===== src/rtl/sjlc_pkg.sv =====
// Shared constants for the shift, Johnson and LFSR counter block
package sjlc_pkg;
    localparam int unsigned WIDTH_DEF   = 8;
    localparam int unsigned JOHN_W_DEF  = 3;
    localparam int unsigned LFSR_W_DEF  = 3;
    // Tap positions are 1-based, tap 1 is the first stage (the msb)
    localparam int unsigned TAP_A_DEF   = 1;
    localparam int unsigned TAP_B_DEF   = 3;
    localparam logic        RESET_BIT   = 1'b0;
    localparam logic        DIR_READ    = 1'b0;
    localparam logic        DIR_WRITE   = 1'b1;
    // Decoding stage 1 alone set jumps over two states: modulo 5 with taps 1,3 and XNOR
    localparam logic [2:0]  SKIP_STATE_DEF = 3'h4;
    localparam logic [1:0]  LFSR_MODE_PLAIN = 2'h0;
    localparam logic [1:0]  LFSR_MODE_SKIP  = 2'h1;
    localparam logic [1:0]  LFSR_MODE_FULL  = 2'h2;
endpackage


===== src/rtl/sjlc_stage_if.sv =====
// Shared clocking and reset for the Johnson and LFSR counter stages
`timescale 1ns/100ps
interface sjlc_stage_if;
    logic clk;
    logic rst_n;
    logic en;
    modport src (output clk, output rst_n, output en);
    modport dst (input clk, input rst_n, input en);
endinterface


===== src/rtl/sjlc_johnson.sv =====
// Johnson counter with two-input state decoder
`timescale 1ns/100ps
module sjlc_johnson #(
    parameter int unsigned N = sjlc_pkg::JOHN_W_DEF
) (
    sjlc_stage_if.dst          st,
    output logic [N-1:0]       count_out,
    output logic [2*N-1:0]     state_hit_out
);
    logic [N-1:0] cnt_q;
    logic [N-1:0] cnt_d;
    logic         fb_inv;

    assign fb_inv = ~cnt_q[0];
    // Bit N-1 is the first stage; sequence 000,100,110,111,011,001
    assign cnt_d  = {fb_inv, cnt_q[N-1:1]};

    always_ff @(posedge st.clk) begin
        if (!st.rst_n) begin
            cnt_q <= {N{sjlc_pkg::RESET_BIT}};
        end else if (st.en) begin
            cnt_q <= cnt_d;
        end
    end

    // States 0 to N fill ones from the top, later states drain them; states 0 and N decode the two end bits, the rest two adjacent bits
    genvar k;
    generate
        for (k = 0; k < 2*N; k++) begin : g_dec
            if (k == 0) begin : g_zero
                assign state_hit_out[k] = ~cnt_q[N-1] & ~cnt_q[0];
            end else if (k < N) begin : g_fill
                assign state_hit_out[k] = cnt_q[N-k] & ~cnt_q[N-k-1];
            end else if (k == N) begin : g_full
                assign state_hit_out[k] = cnt_q[N-1] & cnt_q[0];
            end else begin : g_drain
                assign state_hit_out[k] = ~cnt_q[2*N-k] & cnt_q[2*N-k-1];
            end
        end
    endgenerate

    assign count_out = cnt_q;
endmodule


===== src/rtl/sjlc_lfsr.sv =====
// LFSR counter with XNOR feedback, state skip and full-range option
`timescale 1ns/100ps
module sjlc_lfsr #(
    parameter int unsigned N     = sjlc_pkg::LFSR_W_DEF,
    parameter int unsigned TAP_A = sjlc_pkg::TAP_A_DEF,
    parameter int unsigned TAP_B = sjlc_pkg::TAP_B_DEF,
    parameter logic [N-1:0] SKIP_STATE = N'(sjlc_pkg::SKIP_STATE_DEF)
) (
    sjlc_stage_if.dst          st,
    input  wire logic [1:0]    mode_in,
    output logic [N-1:0]       count_out
);
    // Stage i (1-based) lives in bit N-i, so stage 1 is the msb
    logic [N-1:0] lfsr_q;
    logic [N-1:0] lfsr_d;
    logic         fb_xnor;
    logic         skip_hit;
    logic         stuck_hit;
    logic         fb;

    // XNOR keeps all-zero inside the loop, so reset to zero cannot lock up
    assign fb_xnor   = ~(lfsr_q[N-TAP_A] ^ lfsr_q[N-TAP_B]);
    assign skip_hit  = (mode_in == sjlc_pkg::LFSR_MODE_SKIP) && (lfsr_q == SKIP_STATE);
    // Stuck state for XNOR is all ones; AND of all but the last stage
    assign stuck_hit = (mode_in == sjlc_pkg::LFSR_MODE_FULL) && (&lfsr_q[N-1:1]);
    assign fb        = fb_xnor ^ skip_hit ^ stuck_hit;
    assign lfsr_d    = {fb, lfsr_q[N-1:1]};

    always_ff @(posedge st.clk) begin
        if (!st.rst_n) begin
            lfsr_q <= {N{sjlc_pkg::RESET_BIT}};
        end else if (st.en) begin
            lfsr_q <= lfsr_d;
        end
    end

    assign count_out = lfsr_q;
endmodule


===== src/rtl/sjlc_top.sv =====
// Pad-cell storage register, shift registers, Johnson and LFSR counters
// What this block does
// - The storage register drives its value out while direction is low and takes pin data while high.
// - Internal logic only reads the storage register and never writes it.
// - Each shift stage loads its neighbour's value every enabled clock, and wiring order sets left or right.
// - An n-bit Johnson counter runs through 2n states before repeating.
// - One Johnson bit changes per step, giving 000,100,110,111,011,001 for three bits.
// - The Johnson counter feeds its inverted last stage into its first stage.
// - Reset clears every Johnson stage to zero.
// - Each Johnson state or run of states is decoded glitch-free from just two bits.
// - The LFSR loads its first stage from an XOR or XNOR of tap stages.
// - With good taps the LFSR visits up to 2^n-1 states.
// - Skipping m states gives a modulo of 2^n-1 minus m.
// - A skip decodes the state before the jump and inverts the first-stage feedback then.
// - Reset clears every LFSR stage to zero.
// - The LFSR must not lock in its stuck state, so XNOR feedback is used.
// - Adding the AND of all but the last stuck-state bit makes the LFSR visit all 2^n states.
// - Maximal taps come from the listed pairs per width, such as 1,3 for three bits.
`timescale 1ns/100ps
module sjlc_top #(
    parameter int unsigned WIDTH  = sjlc_pkg::WIDTH_DEF,
    parameter int unsigned JOHN_W = sjlc_pkg::JOHN_W_DEF,
    parameter int unsigned LFSR_W = sjlc_pkg::LFSR_W_DEF,
    parameter int unsigned TAP_A  = sjlc_pkg::TAP_A_DEF,
    parameter int unsigned TAP_B  = sjlc_pkg::TAP_B_DEF,
    parameter logic [LFSR_W-1:0] SKIP_STATE = LFSR_W'(sjlc_pkg::SKIP_STATE_DEF)
) (
    input  wire logic              clk_in,
    input  wire logic              rstn_in,
    input  wire logic              ce_in,
    input  wire logic              dir_in,
    input  wire logic [WIDTH-1:0]  stor_pad_in,
    output logic      [WIDTH-1:0]  stor_pad_out,
    output logic      [WIDTH-1:0]  stor_pad_oe_n_out,
    output logic      [WIDTH-1:0]  stor_value_out,
    input  wire logic              shl_ser_in,
    input  wire logic              shr_ser_in,
    output logic      [WIDTH-1:0]  shl_out,
    output logic      [WIDTH-1:0]  shr_out,
    output logic      [JOHN_W-1:0]   john_count_out,
    output logic      [2*JOHN_W-1:0] john_state_out,
    input  wire logic [1:0]        lfsr_mode_in,
    output logic      [LFSR_W-1:0] lfsr_count_out
);
    sjlc_stage_if st ();
    assign st.clk   = clk_in;
    assign st.rst_n = rstn_in;
    assign st.en    = ce_in;

    // Pin inputs other than rstn_in and ce_in pass two flops before use; only the pad enable uses raw dir_in
    logic             dir_s1_q;
    logic             dir_s2_q;
    logic [WIDTH-1:0] pad_s1_q;
    logic [WIDTH-1:0] pad_s2_q;
    logic             shl_s1_q;
    logic             shl_s2_q;
    logic             shr_s1_q;
    logic             shr_s2_q;
    logic [1:0]       mode_s1_q;
    logic [1:0]       mode_s2_q;

    always_ff @(posedge clk_in) begin
        if (!rstn_in) begin
            dir_s1_q  <= sjlc_pkg::DIR_READ;
            dir_s2_q  <= sjlc_pkg::DIR_READ;
            pad_s1_q  <= '0;
            pad_s2_q  <= '0;
            shl_s1_q  <= 1'b0;
            shl_s2_q  <= 1'b0;
            shr_s1_q  <= 1'b0;
            shr_s2_q  <= 1'b0;
            mode_s1_q <= sjlc_pkg::LFSR_MODE_PLAIN;
            mode_s2_q <= sjlc_pkg::LFSR_MODE_PLAIN;
        end else if (ce_in) begin
            dir_s1_q  <= dir_in;
            dir_s2_q  <= dir_s1_q;
            pad_s1_q  <= stor_pad_in;
            pad_s2_q  <= pad_s1_q;
            shl_s1_q  <= shl_ser_in;
            shl_s2_q  <= shl_s1_q;
            shr_s1_q  <= shr_ser_in;
            shr_s2_q  <= shr_s1_q;
            mode_s1_q <= lfsr_mode_in;
            mode_s2_q <= mode_s1_q;
        end
    end

    // Storage register: loaded only from the pads, never from inside
    logic [WIDTH-1:0] stor_q;
    logic [WIDTH-1:0] stor_d;
    logic             stor_wr;
    assign stor_wr = (dir_s2_q == sjlc_pkg::DIR_WRITE);
    assign stor_d  = stor_wr ? pad_s2_q : stor_q;

    always_ff @(posedge clk_in) begin
        if (!rstn_in) begin
            stor_q <= {WIDTH{sjlc_pkg::RESET_BIT}};
        end else if (ce_in) begin
            stor_q <= stor_d;
        end
    end

    // Drive the pads in read direction; raw dir avoids contention during sync lag
    logic read_dir;
    assign read_dir          = (dir_in == sjlc_pkg::DIR_READ);
    assign stor_pad_out      = stor_q;
    assign stor_pad_oe_n_out = {WIDTH{~read_dir}};
    assign stor_value_out    = stor_q;

    // Shift registers: left enters at bit 0, right enters at msb
    logic [WIDTH-1:0] shl_q;
    logic [WIDTH-1:0] shr_q;
    logic [WIDTH-1:0] shl_d;
    logic [WIDTH-1:0] shr_d;

    genvar i;
    generate
        for (i = 0; i < WIDTH; i++) begin : g_shift
            if (i == 0) begin : g_lo
                assign shl_d[i] = shl_s2_q;
                assign shr_d[i] = shr_q[i+1];
            end else if (i == WIDTH-1) begin : g_hi
                assign shl_d[i] = shl_q[i-1];
                assign shr_d[i] = shr_s2_q;
            end else begin : g_mid
                assign shl_d[i] = shl_q[i-1];
                assign shr_d[i] = shr_q[i+1];
            end
        end
    endgenerate

    always_ff @(posedge clk_in) begin
        if (!rstn_in) begin
            shl_q <= {WIDTH{sjlc_pkg::RESET_BIT}};
            shr_q <= {WIDTH{sjlc_pkg::RESET_BIT}};
        end else if (ce_in) begin
            shl_q <= shl_d;
            shr_q <= shr_d;
        end
    end

    assign shl_out = shl_q;
    assign shr_out = shr_q;

    sjlc_johnson #(
        .N (JOHN_W)
    ) u_john (
        .st            (st),
        .count_out     (john_count_out),
        .state_hit_out (john_state_out)
    );

    sjlc_lfsr #(
        .N          (LFSR_W),
        .TAP_A      (TAP_A),
        .TAP_B      (TAP_B),
        .SKIP_STATE (SKIP_STATE)
    ) u_lfsr (
        .st        (st),
        .mode_in   (mode_s2_q),
        .count_out (lfsr_count_out)
    );
endmodule


===== config.mk =====
export PLATFORM = sky130hd
export DESIGN_NAME = sjlc_top
export DESIGN_NICKNAME = d
export VERILOG_FILES = /design/src/rtl/sjlc_pkg.sv /design/src/rtl/sjlc_stage_if.sv /design/src/rtl/sjlc_johnson.sv /design/src/rtl/sjlc_lfsr.sv /design/src/rtl/sjlc_top.sv
export SDC_FILE = /design/constraint.sdc
export NUM_CORES = 1
export LEC_CHECK = 0
export BUFFER_PORTS_ARGS = -buffer_cell sky130_fd_sc_hd__buf_2
export CAP_MARGIN = 5
export CORE_UTILIZATION = 54
export DETAILED_ROUTE_END_ITERATION = 12
export PLACE_DENSITY = 0.83
export SLEW_MARGIN = 25
export SYNTH_ARGS = -nofsm -noshare
export SYNTH_HDL_FRONTEND = slang
export SYNTH_SLANG_ARGS = --single-unit

===== constraint.sdc =====
create_clock -name clk_in -period 2.5 [get_ports clk_in]
set_clock_uncertainty 0.05 [all_clocks]
set_input_delay 0.125 -clock clk_in [delete_from_list [all_inputs] [get_ports clk_in]]
set_output_delay 0.125 -clock clk_in [all_outputs]
set_load 0.02 [all_outputs]

# Word level (Yosys, flattened, before mapping)
# Cells that the tools add are included.
# totals
regBits,56
input_bits,16
wordCells,35
# classes
n_reduce_logical,4
eq_ne,3
n_bitwise,13
# op_table
cell,n
$and A1 B1 Y1,6
$not A1 Y1,4
$reduce_and A2 Y1,2
$eq A3 B3 Y1 const B,1
$xor A1 B1 Y1,3
$eq A2 B1 Y1 const B,1
$eq A2 B2 Y1 const B,1
$logic_and A1 B1 Y1,2

# Logic depth before layout (Yosys ltp)
# logic_depth
word_depth,4
depth_mapped,5
mapped_depth_nobuf,3

# Modules after synthesis
# From an unflattened synthesis, not the netlist that was laid out.
# unflattened
cells_unflattened,220
hier_area_um2,2391.0
# modules_own_cells
module,cells_per_inst,instances,area_per_inst_um2
sjlc_top,189,1,2094.5
sjlc_lfsr,16,1,155.1
sjlc_johnson,15,1,141.4

# Worst setup path before layout
# No wires, ideal clock.
# synth_timing
kind,flip-flop to flip-flop
from,"register u_lfsr.lfsr_q[1], in the netlist u_lfsr.count_out[1]"
to,"register u_lfsr.lfsr_q[2], in the netlist u_lfsr.count_out[2]"
setup_time_ns,0.117
t_arrival_ns,1.141
slack_ns,1.191
stages_incl_launch_ff,4
required_time_ns,2.333
path_buffers,0
path_cell_list,dfxtp_1 > nand2_1 > a221o_1 > a32o_1
# synth_between
elab_chain_cells,4
# synth_lines
item,line_no,source
start: declaration,sjlc_lfsr.sv:14,logic [N-1:0] lfsr_q;
start signal: assignment,sjlc_lfsr.sv:31,lfsr_q <= {N{sjlc_pkg::RESET_BIT}};
start signal: assignment,sjlc_lfsr.sv:33,lfsr_q <= lfsr_d;
$eq A3 B3 Y1,sjlc_lfsr.sv:23,assign skip_hit = (mode_in == sjlc_pkg::LFSR_MODE_SKIP) && (lfsr_q == SKIP_STATE);
$logic_and A1 B1 Y1,sjlc_lfsr.sv:23,
$xor A1 B1 Y1,sjlc_lfsr.sv:26,assign fb = fb_xnor ^ skip_hit ^ stuck_hit;
$xor A1 B1 Y1 (*),sjlc_lfsr.sv:26,
# Mark *: on every way between the ends. The rest lies on a longest branch, timed or not.
# A chain may end at the register's enable or synchronous reset.

# Worst setup path after layout
# Ends and elaborated chain as after synthesis.

==> impl_metrics.yaml <==
synthesis:
  ys_ff_latch: 56
  yosysTopAreaCell: "dfxtp_1"
  synth_top_area_share_pct: 49.0
  syn_avg_cell_area_um2: 10.5
  synthArstFlopShare_pct: 0
  synth_most_common_cell: "dfxtp_1"
  synth_ff_type: "dfxtp_1"
  ys_top_cells_by_count: "56 x dfxtp_1, 50 x nor2b_1, 46 x mux2i_1"
  synth.net_count: 234
  postSynthCellCount: 218
  synth_area_mm2: 0.00229
  synth_cell_types: 19
  synth.area.top_cells: "dfxtp_1 49%, mux2i_1 20%, nor2b_1 14%, buf_4 5.6%, a21boi_0 2.6%"
  synth_edf_count: 0
  ys_seq_area_share_pct: 49.0
  ys.warnings.count: 0
power:
  p_sw_share_pct: 22.7
  seqPwrFrac_pct: 58.6
  finalPower_uw: 1600
  p_leak_uw: 0.00123
  switchingPower_uw: 363
  power_frac_comb_pct: 9.6
  powerDensity_mw_per_mm2: 611
  intPower_uw: 1240
  ir_drop_mv: 0.484
  clkPwrFrac_pct: 31.8
route:
  vias: 1542
  drc: 0
  viasPerCell: 4.90
  drtAntennaViolNets: 0
  wl_um: 3620
  drtIter0Drc: 45
  drtPass1Iterations: 4
  wl_per_cell_um: 11.5
critical_path:
  reg2reg_from: "u_lfsr.count_out[1]"
  worstSetupEndpointType: "register"
  path_cells: "nand2_1 > a221o_1 > a32o_1"
  rr_worst_depth: 3
  rrSetupSlack_ps: 1240
  critPathArrivalTime_ps: 1410
  critPathKind: "reg2reg"
  crit_fanout: 5
  required_ps: 2650
  max_stage_delay_ps: 420
  crit_family: "compound AO/OA/AOI/OAI gates"
  crit_slowest_cell: "dfxtp_1"
  path_buf_inv: 0
  worstSetupStartpointType: "register"
  reg2reg_to: "u_lfsr.count_out[2]"
sta:
  finalSetupViolCount: 0
  drv_slew: 0
  grt_setup_unrepaired: "no"
  hold_viol: 0
  post-route-period-util_pct: 50.3
  max_slew_margin_pct: 49.0
  period_needed_ps: 1260
  fmax_mhz: 796
  tns_ps: 0
  worst_pin_slew_ps: 765
hold_path:
  min_path_type: "in2reg"
  min_path_cells: 3
  min_from: "shl_ser_in"
  holdPathEnd: "shl_s1_q"
clock_tree:
  path_clk_slew_ps: 90
  postCtsResizedCells: 0
  ctsRootBufferMaster: "clkbuf_8"
  clock_sinks: 56
  hold_buffers: 0
  cts_tree: "done"
  clock_path_buffers: 2
  postCtsSetupBuffers: 0
  numCtsBuffers: 5
  h-tree-depth: 2
  clk_latency_ps: 300
global_route:
  track_usage_pct: 16.7
  grt_pass1_vias: 1197
  grt.overflow.total: 0
  grt_max_degree: 58
  grt_pass1_wl_um: 5520
  antenna_found_initial: 0
placed_design:
  port_buffers: 67
  placed_cells: 308
  gp_congestion: 0.687
  place_area_mm2: 0.00252
  hpwl_um: 2420
die:
  num_rows: 23
  die_area_mm2: 0.00450
  fp.dieH_um: 67.1
  core-area_mm2: 0.00403
  start_util_pct: 56.8
  io-pin-count: 68
  fp.dieW_um: 67.1
flow_run:
  cap_violations: 0
finish:
  layout-drive-gt1-share_pct: 29.4
  antenna_cells: 0
  area_growth_pct: 14.3
  postLayoutCellArea_mm2: 0.00262
  fin_util_pct: 64.9
  finalNonFillerCells: 315
  fin_nets: 281
run_status:
  status: "finished, final reports clean"
-- routing by layer --
layer | vias up | GRT usage (%) | part of all wire [%]
met1 | 697 | 21.7 | 50
met4 | 0 | 7.98 | 1.7
li1 | 795 | - | -
met2 | 45 | 23.4 | 41
met3 | 5 | 7.19 | 6.9
met5 | - | 0 | 0
-- flip-flops by register name, indices dropped and copies added (netlist names), 2 cells and up --
name              count
pad_s2_q              8
pad_s1_q              8
shl_out               8
u_lfsr.count_out      3
shr_out               8
mode_s1_q             2
stor_pad_out          8
mode_s2_q             2
u_john.count_out      3
-- cell usage in the layout (no fill, tap or decap), types with 3 or more instances in the layout --
| cell | instances |
|---|---|
| buf_4 | 3 |
| nor2b_1 | 50 |
| a21boi_0 | 8 |
| buf_2 | 67 |
| mux2i_1 | 46 |
| nand3_1 | 8 |
| dfxtp_1 | 56 |
| clkbuf_8 | 7 |
| nand2_1 | 11 |
-- tightest hold or removal path: cells and delay by family --
| kind | cells | cell delay [ps] |
|---|---|---|
| and+or+nand+nor | 1 | 90 |
| muxes | 1 | 50 |
| buffers and inverters | 1 | 70 |
-- power by group through the flow --
stage | sequential (uW) | clock (uW) | combinational [uW]
after detailed placement | 958 | 0 | 154
final | 937 | 509 | 154
after global placement | 957 | 0 | 153
after CTS | 937 | 531 | 155
after floorplan | 960 | 0 | 120
after global routing | 941 | 567 | 168
-- final cells by class --
cell class / count / area [um^2]
clock buffers: 7 / 96.3
fillers: 342 / 1410
inverters: 1 / 3.75
multi-input cells: 131 / 975
flip-flops and latches: 56 / 1120
well taps: 50 / 62.6
repair buffers: 70 / 358
-- how the worst max path moves through the flow --
| stage | start | end | depth (start not counted) |
|---|---|---|---|
| after floorplan | u_lfsr.count_out[1] | u_lfsr.count_out[2] | 3 |
| after global placement | ce_in | shl_out[5] | 4 |
| after detailed placement | ce_in | shr_out[7] | 4 |
| after CTS | u_lfsr.count_out[1] | u_lfsr.count_out[2] | 3 |
| after global routing | u_john.count_out[0] | john_state_out[5] | 2 |
| final | u_lfsr.count_out[1] | u_lfsr.count_out[2] | 3 |
-- logic make-up after synthesis --
logic type | Yosys count | share of synthesized area [%]
multiplexers | 46 | 20.1
AND/OR/NAND/NOR | 72 | 18.0
buffers and inverters | 31 | 8.47
flip-flops | 56 | 49.0
AO/OA/AOI/OAI | 13 | 4.48
-- through the flow --
| step | hold WS (ps) | setup slack [ps] |
|---|---|---|
| after floorplan | 244 | 1190 |
| final | 20.4 | 1240 |
| after CTS | 12.7 | 1250 |
| after global placement | 328 | 1030 |
| after global routing | 14.1 | 1180 |
| after detailed placement | 338 | 1010 |
(Power assumes the default switching activity.)
